===== src/spc_pkg.sv =====
// Package with constants and types for the sensor parameter and pin-2 control block
// What this block does
// - Limits record: min high word, max low
// - Track lowest and highest measured value
// - Command 163 on index 2 clears limits
// - Polarity 0 high-active, 1 low-active
// - Enable 0 ignores pin except as plain input, 16 acts
// - Hold 0.1 to 2 s: teach-in
// - Hold 2 to 4 s: toggle principle
// - Hold over 4 s: toggle NO/NC
// - Pin at ground locks potentiometer
// - Pin may serve as plain digital input
// - Refusal code 0x80, plain additional 0x00
// - Unknown index refused with 0x11
// - Unknown subindex refused with 0x12
// - Wrong access direction refused with 0x23
// - Out of range refused 0x30/0x31
// - Too long 0x33, too short 0x34
// - Unsupported 0x35, busy command 0x36
// - Conflicting single write gives 0x40
// - Failed block plausibility gives 0x41
package spc_pkg;

  // --------------------
  // Parameter indices
  // --------------------
  localparam logic [7:0] IDX_SYS_CMD    = 8'h02; // System command
  localparam logic [7:0] IDX_IN_ENABLE  = 8'h47; // config_input_enable
  localparam logic [7:0] IDX_IN_POL     = 8'h4c; // config_input_polarity
  localparam logic [7:0] IDX_LIMITS     = 8'h54; // measured_value_limits

  // --------------------
  // Values and reset values
  // --------------------
  localparam logic [7:0] CMD_CLR_DIAG   = 8'ha3; // Reset diagnostics (163)
  localparam logic [7:0] EN_OFF         = 8'h00; // Pin ignored
  localparam logic [7:0] EN_ON          = 8'h10; // Pin active
  localparam logic [7:0] POL_HIGH       = 8'h00; // High-active
  localparam logic [7:0] POL_LOW        = 8'h01; // Low-active
  localparam logic [7:0] RST_IN_ENABLE  = 8'h10;
  localparam logic [7:0] RST_IN_POL     = 8'h00;
  localparam logic [31:0] RST_MIN       = 32'hffff_ffff; // Empty min
  localparam logic [31:0] RST_MAX       = 32'h0000_0000; // Empty max

  // Record layout: subindex 1 at bit offset 32, subindex 2 at 0
  localparam int LIM_MIN_LSB = 32;
  localparam int LIM_MAX_LSB = 0;
  localparam logic [7:0] SUB_WHOLE = 8'h00;
  localparam logic [7:0] SUB_MIN   = 8'h01;
  localparam logic [7:0] SUB_MAX   = 8'h02;

  // Defined data lengths in octets
  localparam logic [3:0] LEN_BYTE   = 4'h1;
  localparam logic [3:0] LEN_LIMITS = 4'h8;
  localparam logic [3:0] LEN_WORD   = 4'h4;

  // --------------------
  // Error codes
  // --------------------
  localparam logic [7:0] ERR_CODE      = 8'h80;
  localparam logic [7:0] ADD_NONE      = 8'h00;
  localparam logic [7:0] ADD_IDX       = 8'h11;
  localparam logic [7:0] ADD_SUB       = 8'h12;
  localparam logic [7:0] ADD_ACCESS    = 8'h23;
  localparam logic [7:0] ADD_RANGE     = 8'h30;
  localparam logic [7:0] ADD_ABOVE     = 8'h31;
  localparam logic [7:0] ADD_BELOW     = 8'h32;
  localparam logic [7:0] ADD_LONG      = 8'h33;
  localparam logic [7:0] ADD_SHORT     = 8'h34;
  localparam logic [7:0] ADD_NOFUNC    = 8'h35;
  localparam logic [7:0] ADD_BUSY      = 8'h36;
  localparam logic [7:0] ADD_CONFLICT  = 8'h40;
  localparam logic [7:0] ADD_INCONSIST = 8'h41;

  // --------------------
  // Timing
  // --------------------
  localparam int CLK_HZ     = 10_000_000;
  localparam int T_TEACH_MS = 100;   // Lower bound of teach band
  localparam int T_PRIN_MS  = 2000;  // Start of principle band
  localparam int T_NONC_MS  = 4000;  // Start of NO/NC band
  localparam int CYC_TEACH  = T_TEACH_MS * (CLK_HZ / 1000);
  localparam int CYC_PRIN   = T_PRIN_MS * (CLK_HZ / 1000);
  localparam int CYC_NONC   = T_NONC_MS * (CLK_HZ / 1000);

  // Pin-2 hold timer states
  typedef enum logic [1:0] {
    SPC_IDLE = 2'b00, // Waiting for active level
    SPC_HOLD = 2'b01, // Counting hold time
    SPC_WAIT = 2'b10  // Idle until pin inactive again
  } spc_hold_t;

endpackage : spc_pkg


===== src/spc_lim_if.sv =====
// Interface carrying the limit tracker signals
`timescale 1ns/1ns
interface spc_lim_if;
  logic        sample; // New measured value valid
  logic [31:0] value;  // Measured value
  logic        clear;  // Reset limits
  logic [31:0] min;    // Lowest value seen
  logic [31:0] max;    // Highest value seen
  modport ctl (output sample, output value, output clear, input min, input max);
  modport trk (input sample, input value, input clear, output min, output max);
endinterface : spc_lim_if


===== src/spc_lim_track.sv =====
// Minimum and maximum tracker for measured values
`timescale 1ns/1ns
module spc_lim_track (
  input  wire logic ref_clk_in,
  input  wire logic rstn_in,
  spc_lim_if.trk    lim
);

  logic [31:0] min_ff; // Lowest value
  logic [31:0] max_ff; // Highest value

  assign lim.min = min_ff;
  assign lim.max = max_ff;

  // --------------------
  // Track extremes; a sample in the clear cycle seeds fresh limits
  // --------------------
  always_ff @(posedge ref_clk_in or negedge rstn_in) begin
    if (!rstn_in) begin
      min_ff <= spc_pkg::RST_MIN;
      max_ff <= spc_pkg::RST_MAX;
    end else if (lim.clear) begin
      // Sample wins over clear so an extreme is never lost
      min_ff <= lim.sample ? lim.value : spc_pkg::RST_MIN;
      max_ff <= lim.sample ? lim.value : spc_pkg::RST_MAX;
    end else if (lim.sample) begin
      if (lim.value < min_ff) begin
        min_ff <= lim.value;
      end
      if (lim.value > max_ff) begin
        max_ff <= lim.value;
      end
    end
  end

endmodule : spc_lim_track


===== src/spc_top.sv =====
// Parameter service and pin-2 configuration input of the ring sensor
`timescale 1ns/1ns
module spc_top #(
  parameter int CYC_TEACH = spc_pkg::CYC_TEACH, // Cycles for 0.1 s
  parameter int CYC_PRIN  = spc_pkg::CYC_PRIN,  // Cycles for 2 s
  parameter int CYC_NONC  = spc_pkg::CYC_NONC   // Cycles for 4 s
) (
  input  wire logic        ref_clk_in,
  input  wire logic        rstn_in,
  // Parameter service request
  input  wire logic        req_in,        // One-cycle request strobe
  input  wire logic        req_write_in,  // 1 write, 0 read
  input  wire logic [7:0]  req_index_in,
  input  wire logic [7:0]  req_sub_in,
  input  wire logic [3:0]  req_len_in,    // Written length in octets
  input  wire logic [63:0] req_data_in,   // Write data, right aligned
  input  wire logic        req_block_end_in, // End of block transfer
  input  wire logic        app_busy_in,   // Application cannot run commands
  input  wire logic        pin2_func_in,  // 1: pin 2 is a plain input
  // Measurement
  input  wire logic        meas_valid_in,
  input  wire logic [31:0] meas_value_in,
  // Pin 2 level
  input  wire logic        pin2_in,
  // Answer
  output logic             rsp_valid_out, // One-cycle answer strobe
  output logic             rsp_err_out,
  output logic [7:0]       rsp_code_out,
  output logic [7:0]       rsp_add_out,
  output logic [63:0]      rsp_data_out,
  // Pin-2 actions
  output logic             teach_out,     // One-cycle pulse
  output logic             principle_static_out, // 1 static, 0 dynamic
  output logic             output_nc_out,  // 1 NC, 0 NO
  output logic             pot_lock_out,
  output logic             pin2_di_out,    // Plain digital input value
  output logic             diag_clear_out  // One-cycle pulse
);

  // --------------------
  // Declarations
  // --------------------
  localparam int CNT_W = $clog2(CYC_NONC + 2);

  spc_lim_if lim ();

  logic [7:0]       in_en_ff;      // config_input_enable
  logic [7:0]       in_pol_ff;     // config_input_polarity
  logic             pin_s1_ff;     // Synchroniser first stage
  logic             pin_s2_ff;     // Synchroniser second stage
  logic             pin_act;       // Pin in active level
  logic [CNT_W-1:0] cnt_ff;        // Hold time counter
  spc_pkg::spc_hold_t hold_ff;
  logic             teach_ff;
  logic             static_ff;
  logic             nc_ff;
  logic             lock_ff;
  logic             di_ff;
  logic             clr_ff;
  logic             rv_ff;
  logic             re_ff;
  logic [7:0]       rc_ff;
  logic [7:0]       ra_ff;
  logic [63:0]      rd_ff;
  logic             nxt_err;
  logic [7:0]       nxt_add;
  logic [63:0]      nxt_data;
  logic             do_clear;      // Accepted diagnostics reset
  logic             do_en;         // Accepted enable write
  logic             do_pol;        // Accepted polarity write
  logic [7:0]       wbyte;

  assign wbyte = req_data_in[7:0];

  // --------------------
  // Limit tracker
  // --------------------
  assign lim.sample = meas_valid_in;
  assign lim.value  = meas_value_in;
  assign lim.clear  = do_clear;

  spc_lim_track spc_lim_track_i (
    .ref_clk_in (ref_clk_in),
    .rstn_in    (rstn_in),
    .lim        (lim)
  );

  // --------------------
  // Request decode
  // --------------------
  // Checks run in fixed order: index, subindex, access, length, value
  always_comb begin
    nxt_err  = 1'b0;
    nxt_add  = spc_pkg::ADD_NONE;
    nxt_data = 64'h0;
    do_clear = 1'b0;
    do_en    = 1'b0;
    do_pol   = 1'b0;
    if (req_in && req_block_end_in) begin
      // Plausibility: low-active polarity needs an enabled pin
      if (in_en_ff == spc_pkg::EN_OFF && in_pol_ff == spc_pkg::POL_LOW) begin
        nxt_err = 1'b1;
        nxt_add = spc_pkg::ADD_INCONSIST;
      end
    end else if (req_in) begin
      case (req_index_in)
        spc_pkg::IDX_LIMITS: begin
          if (req_sub_in > spc_pkg::SUB_MAX) begin
            nxt_err = 1'b1;
            nxt_add = spc_pkg::ADD_SUB;
          end else if (req_write_in) begin
            nxt_err = 1'b1;
            nxt_add = spc_pkg::ADD_ACCESS;
          end else if (req_sub_in == spc_pkg::SUB_MIN) begin
            nxt_data = {32'h0, lim.min};
          end else if (req_sub_in == spc_pkg::SUB_MAX) begin
            nxt_data = {32'h0, lim.max};
          end else begin
            nxt_data[spc_pkg::LIM_MIN_LSB +: 32] = lim.min;
            nxt_data[spc_pkg::LIM_MAX_LSB +: 32] = lim.max;
          end
        end
        spc_pkg::IDX_SYS_CMD: begin
          if (req_sub_in != spc_pkg::SUB_WHOLE) begin
            nxt_err = 1'b1;
            nxt_add = spc_pkg::ADD_SUB;
          end else if (!req_write_in) begin
            nxt_err = 1'b1;
            nxt_add = spc_pkg::ADD_ACCESS;
          end else if (req_len_in > spc_pkg::LEN_BYTE) begin
            nxt_err = 1'b1;
            nxt_add = spc_pkg::ADD_LONG;
          end else if (req_len_in < spc_pkg::LEN_BYTE) begin
            nxt_err = 1'b1;
            nxt_add = spc_pkg::ADD_SHORT;
          end else if (wbyte != spc_pkg::CMD_CLR_DIAG) begin
            nxt_err = 1'b1;
            nxt_add = spc_pkg::ADD_NOFUNC;
          end else if (app_busy_in) begin
            nxt_err = 1'b1;
            nxt_add = spc_pkg::ADD_BUSY;
          end else begin
            do_clear = 1'b1;
          end
        end
        spc_pkg::IDX_IN_ENABLE, spc_pkg::IDX_IN_POL: begin
          if (req_sub_in != spc_pkg::SUB_WHOLE) begin
            nxt_err = 1'b1;
            nxt_add = spc_pkg::ADD_SUB;
          end else if (!req_write_in) begin
            nxt_data = {56'h0, (req_index_in == spc_pkg::IDX_IN_POL) ? in_pol_ff : in_en_ff};
          end else if (req_len_in > spc_pkg::LEN_BYTE) begin
            nxt_err = 1'b1;
            nxt_add = spc_pkg::ADD_LONG;
          end else if (req_len_in < spc_pkg::LEN_BYTE) begin
            nxt_err = 1'b1;
            nxt_add = spc_pkg::ADD_SHORT;
          end else if (req_index_in == spc_pkg::IDX_IN_POL) begin
            if (wbyte > spc_pkg::POL_LOW) begin
              nxt_err = 1'b1;
              nxt_add = spc_pkg::ADD_ABOVE;
            end else if (wbyte == spc_pkg::POL_LOW && in_en_ff == spc_pkg::EN_OFF) begin
              // Low-active with pin disabled is refused; the lock needs an enabled pin and ignores polarity anyway
              nxt_err = 1'b1;
              nxt_add = spc_pkg::ADD_CONFLICT;
            end else begin
              do_pol = 1'b1;
            end
          end else if (wbyte > spc_pkg::EN_ON) begin
            nxt_err = 1'b1;
            nxt_add = spc_pkg::ADD_ABOVE;
          end else if (wbyte != spc_pkg::EN_OFF && wbyte != spc_pkg::EN_ON) begin
            nxt_err = 1'b1;
            nxt_add = spc_pkg::ADD_RANGE;
          end else begin
            do_en = 1'b1;
          end
        end
        default: begin
          nxt_err = 1'b1;
          nxt_add = spc_pkg::ADD_IDX;
        end
      endcase
    end
  end

  // --------------------
  // Answer registers
  // --------------------
  always_ff @(posedge ref_clk_in or negedge rstn_in) begin
    if (!rstn_in) begin
      rv_ff <= 1'b0;
      re_ff <= 1'b0;
      rc_ff <= 8'h00;
      ra_ff <= 8'h00;
      rd_ff <= 64'h0;
    end else begin
      rv_ff <= req_in;
      re_ff <= req_in & nxt_err;
      rc_ff <= (req_in && nxt_err) ? spc_pkg::ERR_CODE : 8'h00;
      ra_ff <= req_in ? nxt_add : 8'h00;
      rd_ff <= req_in ? nxt_data : 64'h0;
    end
  end

  // --------------------
  // Parameter registers and diagnostics pulse
  // --------------------
  always_ff @(posedge ref_clk_in or negedge rstn_in) begin
    if (!rstn_in) begin
      in_en_ff  <= spc_pkg::RST_IN_ENABLE;
      in_pol_ff <= spc_pkg::RST_IN_POL;
      clr_ff    <= 1'b0;
    end else begin
      if (do_en) begin
        in_en_ff <= wbyte;
      end
      if (do_pol) begin
        in_pol_ff <= wbyte;
      end
      clr_ff <= do_clear;
    end
  end

  // --------------------
  // Pin 2 synchroniser
  // --------------------
  always_ff @(posedge ref_clk_in or negedge rstn_in) begin
    if (!rstn_in) begin
      pin_s1_ff <= 1'b0;
      pin_s2_ff <= 1'b0;
    end else begin
      pin_s1_ff <= pin2_in;
      pin_s2_ff <= pin_s1_ff;
    end
  end

  assign pin_act = (in_pol_ff == spc_pkg::POL_LOW) ? ~pin_s2_ff : pin_s2_ff;

  // --------------------
  // Hold timer: one action decided only at release
  // --------------------
  // Counter saturates past the 4 s mark so long holds stay in band
  always_ff @(posedge ref_clk_in or negedge rstn_in) begin
    if (!rstn_in) begin
      hold_ff   <= spc_pkg::SPC_IDLE;
      cnt_ff    <= '0;
      teach_ff  <= 1'b0;
      static_ff <= 1'b0;
      nc_ff     <= 1'b0;
    end else begin
      teach_ff <= 1'b0;
      case (hold_ff)
        spc_pkg::SPC_IDLE: begin
          cnt_ff <= '0;
          if (in_en_ff != spc_pkg::EN_ON || pin2_func_in) begin
            hold_ff <= spc_pkg::SPC_IDLE;
          end else if (pin_act) begin
            hold_ff <= spc_pkg::SPC_HOLD;
          end
        end
        spc_pkg::SPC_HOLD: begin
          if (in_en_ff != spc_pkg::EN_ON || pin2_func_in) begin
            hold_ff <= spc_pkg::SPC_WAIT; // Abort without action
          end else if (pin_act) begin
            if (cnt_ff <= CNT_W'(CYC_NONC)) begin
              cnt_ff <= cnt_ff + 1'b1;
            end
          end else begin
            hold_ff <= spc_pkg::SPC_IDLE;
            if (cnt_ff > CNT_W'(CYC_NONC)) begin
              nc_ff <= ~nc_ff;
            end else if (cnt_ff >= CNT_W'(CYC_PRIN)) begin
              static_ff <= ~static_ff;
            end else if (cnt_ff >= CNT_W'(CYC_TEACH)) begin
              teach_ff <= 1'b1;
            end
          end
        end
        spc_pkg::SPC_WAIT: begin
          cnt_ff <= '0;
          if (!pin_act) begin
            hold_ff <= spc_pkg::SPC_IDLE;
          end
        end
        default: begin
          hold_ff <= spc_pkg::SPC_IDLE;
          cnt_ff  <= '0;
        end
      endcase
    end
  end

  // --------------------
  // Potentiometer lock and plain input function
  // --------------------
  // Lock follows the raw ground level, independent of polarity
  always_ff @(posedge ref_clk_in or negedge rstn_in) begin
    if (!rstn_in) begin
      lock_ff <= 1'b0;
      di_ff   <= 1'b0;
    end else begin
      lock_ff <= (in_en_ff == spc_pkg::EN_ON) && !pin2_func_in && !pin_s2_ff;
      di_ff   <= pin2_func_in & pin_act;
    end
  end

  // --------------------
  // Outputs
  // --------------------
  assign rsp_valid_out        = rv_ff;
  assign rsp_err_out          = re_ff;
  assign rsp_code_out         = rc_ff;
  assign rsp_add_out          = ra_ff;
  assign rsp_data_out         = rd_ff;
  assign teach_out            = teach_ff;
  assign principle_static_out = static_ff;
  assign output_nc_out        = nc_ff;
  assign pot_lock_out         = lock_ff;
  assign pin2_di_out          = di_ff;
  assign diag_clear_out       = clr_ff;

endmodule : spc_top


===== config.mk =====
export PLATFORM = sky130hd
export DESIGN_NAME = spc_top
export DESIGN_NICKNAME = d
export VERILOG_FILES = /design/src/spc_pkg.sv /design/src/spc_lim_if.sv /design/src/spc_lim_track.sv /design/src/spc_top.sv
export SDC_FILE = /design/constraint.sdc
export NUM_CORES = 1
export LEC_CHECK = 0
export BUFFER_PORTS_ARGS = -buffer_cell sky130_fd_sc_hd__buf_4
export CAP_MARGIN = 10
export CORE_UTILIZATION = 25
export CTS_CLUSTER_SIZE = 25
export DETAILED_ROUTE_END_ITERATION = 16
export GPL_TIMING_DRIVEN = 1
export HOLD_SLACK_MARGIN = 0.06
export PLACE_DENSITY = 0.46
export SYNTH_ARGS = -nofsm -noshare
export SYNTH_HDL_FRONTEND = slang
export SYNTH_SLANG_ARGS = --single-unit

===== constraint.sdc =====
create_clock -name ref_clk_in -period 2.55 [get_ports ref_clk_in]
set_clock_uncertainty 0.1 [all_clocks]
set_input_delay 0.3825 -clock ref_clk_in [delete_from_list [all_inputs] [get_ports ref_clk_in]]
set_output_delay 0.3825 -clock ref_clk_in [all_outputs]
set_load 0.005 [all_outputs]

==> flow_summary.yaml <==
grt:
  grt_start_max_net_pins: 60
  grt_pass1_wl_mm: 50.25
  grt_overflow: 0
  grt_usage: 0.1605
  grt_pass1_vias: 8810
  antenna_found_initial: 5
synth:
  synth_ff_type: "dfrtp_1"
  synth_edf_count: 0
  yosysUniqueCellTypes: 72
  yosys_register_bits: 188
  syn_inst: 1007
  syn-cell-area_um2: 10010
  async_flop_share: 1.000
  ys_seq_area_frac: 0.4739
  avgSynthCellArea_um2: 9.945
  synth_warnings: 0
sta:
  finalSetupTns_ns: -0.6518
  setup_ws_ns: -0.06078
  rsz0062_at_grt: "yes"
  hold_ws_ns: 0.08736
  fin_crit_sh: 1.024
  setup_violations: 20
  hold_viol: 0
  period_minus_slack_ns: 2.611
  fmax_mhz: 383.0
  finalMaxSlewViolations: 0
worst_setup_path:
  critPathLaunch: "spc_lim_track_i.lim.min[15]$_DFFE_PN1P_"
  path_buf_inv: 4
  critPathLaunchType: "flop"
  cp-end-kind: "flop"
  critPathSlowestCell: "or4_4"
  crit_path_max_incr_delay_ns: 0.57
  required_ns: 2.82
  cp.arrival_ns: 2.89
  r2r_start: "spc_lim_track_i.lim.min[15]$_DFFE_PN1P_"
  path_max_fanout: 5
  path_common_cell: "buf_6"
  critPathTopFamily: "simple AND/OR/NAND/NOR gates"
  path_cells: "inv_2 -> ha_4 -> nand4_1 -> a21oi_1 -> or4_4 -> a21oi_4 -> buf_6 -> buf_6 -> buf_12 -> mux2i_1"
  criticalPathCategory: "reg2reg"
placement:
  hpwl_mm: 23.40
  port_buffers: 147
  placed_cells: 1797
  place_congestion: 0.8450
route:
  vias: 8673
  drtIter0Drc: 373
  avgViaCountPerCell: 4.678
  wire_per_inst_um: 17.56
  drtPass1Iterations: 4
  ant_nets: 0
  drc: 0
  drt-total-wl_mm: 32.55
clock_network:
  worstSkewPairLatency_ns: 0.46
  clk_pin_slew_ns: 0.08
  root_buffer: "clkbuf_16"
  clockBufferDepth: 2
  htreeDepth: 4
  cts_buffers: 17
  cts_tree: "done"
  cts.sinks: 188
layout:
  multi_input_area_um2: 5241
  seqCellArea_um2: 4746
  nFillCells: 3981
  nNetsFinal: 1512
  layout-drive-gt1-share: 0.3596
  area_growth_pct: 43.35
  stdcell_count: 1854
floorplanning:
  core-area_um2: 39100
  die_w_um: 202.1
  die_area_um2: 40860
  row_count: 72
  die_h_um: 202.1
  ios: 213
  start_util: 0.2561
pwr:
  pwr_density_cell_nw_per_um2: 673.4
  ir_drop_mv: 0.5304
  total_power_uw: 9667
  p_leak_uw: 0.007044
worst_hold_path:
  hold_start: "meas_value_in[23]"
  hp-class: "in2reg"
flow_run:
  cap_violations: 0
run_status:
  violations: "setup timing"
  status: "finished, violations left"
## per-stage QoR
| stage | setup slack (ns) | cell area, µm² | util |
|---|---|---|---|
| 2_1_floorplan | -0.03138 | 10040 | - |
| 3_3_place_gp | -0.2723 | 12950 | 0.3313 |
| 3_5_place_dp | -0.3132 | 12950 | 0.3313 |
| 4_1_cts | -0.06468 | 13990 | 0.3579 |
| 5_1_grt | -0.1749 | 14360 | 0.3672 |
| 6_report | -0.06078 | 14360 | 0.3672 |
## layout make-up
| type | instances | area share |
|---|---|---|
| timing repair buffer | 335 | 0.1932 |
| tap | 518 | 0.04515 |
| multi-input combinational | 706 | 0.3651 |
| clock buffer | 20 | 0.03181 |
| sequential | 188 | 0.3306 |
| inverter | 74 | 0.01935 |
| clock inverter | 12 | 0.01464 |
| antenna | 1 | 0.0001743 |
## logic make-up after synthesis
group | synth area share
AO/OA/AOI/OAI | 0.1496
XOR/XNOR | 0.004373
adder cells (fa/ha/maj) | 0.08121
buffers and inverters | 0.05022
flip-flops | 0.4739
multiplexers | 0.05272
other | 0.0003745
AND/OR/NAND/NOR | 0.1877
## sequential cells by signal, summed over array words and instances, names as in the netlist, 2 cells and up
register	cells
rsp_add_out	6
in_pol_ff	8
hold_ff	2
cnt_ff	26
in_en_ff	8
spc_lim_track_i.lim.max	32
rsp_data_out	64
spc_lim_track_i.lim.min	32
## final timing paths
kind / endpoint / slack, ns / cells past startpoint
max: spc_lim_track_i.lim.min[24]$_DFFE_PN1P_ / -0.06 / 10
min: spc_lim_track_i.lim.max[23]$_DFFE_PN0P_ / 0.09 / 2
max reg2reg: spc_lim_track_i.lim.min[24]$_DFFE_PN1P_ / -0.06 / 10
min reg2reg: pin_s2_ff$_DFF_PN0_ / 0.26 / 0
max in group asynchronous: in_en_ff[4]$_DFFE_PN1P_ / 1.33 / 3
min in group asynchronous: rsp_data_out[57]$_DFF_PN0_ / 0.31 / 2
## routing by layer
layer,track usage,vias to the layer above,wire [µm]
met5,0,-,52
met4,0.04404,8,468
met2,0.2645,146,15840
li1,-,4201,-
met1,0.2092,4279,14800
met3,0.03821,39,1386
## cell usage after synthesis, types with 12 or more instances
cell        n  area, µm²
a21oi_1    74      370.4
a22o_1     34      297.8
a31oi_1    12      75.07
and2_1     40      250.2
clkbuf_1   30      112.6
dfrtp_1   155       3879
dfstp_2    33      867.1
ha_1       65      813.3
inv_1      73      274.0
mux2i_1    49      490.5
nand2_1   101      379.1
nand3_1    17      85.08
nand4_1    20      125.1
nor2_1     84      315.3
nor2b_1    13      81.33
o21ai_0    29      145.1
## where the power goes
| part | internal (µW) | switching [µW] |
|---|---|---|
| Clock | 1810 | 1270 |
| Combinational | 1480 | 1390 |
| Sequential | 3450 | 284 |
## placed cells by master, fill, tap and decap left out, drive strengths merged, types with 11 or more instances in the layout
cell type / netlist / final
mux2i: 49 / 49
a31oi: 12 / 12
inv: 73 / 75
nor2b: 13 / 13
dfstp: 33 / 33
nand2: 102 / 102
dfrtp: 155 / 155
nor3: 11 / 11
nand4: 20 / 20
and2: 40 / 40
a22o: 34 / 34
ha: 65 / 65
nor4: 14 / 14
nand3: 17 / 17
clkbuf: 30 / 23
a21oi: 74 / 74
nor2: 84 / 84
buf: 17 / 329
o21ai: 30 / 30
## worst register-to-register path: cells and delay by family, from the launching register on
kind	cells	cell delay, ns
muxes	1	0.20
adders and majority gates	1	0.21
and+or+nand+nor	2	0.78
buffers and inverters	4	0.43
AOI/OAI and AO/OA	2	0.26
DFF	1	0.55
## what timing repair did
action / CTS / global route
gates resized for setup: 42 / 46
pin swaps: 10 / 23
hold endpoints to repair: 34 / 0
setup endpoints to repair: 65 / 84
setup buffers: 5 / 10
gates cloned: 3 / 3
hold buffers: 3 / 0
No activity file was read; power rests on OpenSTA's default activity.
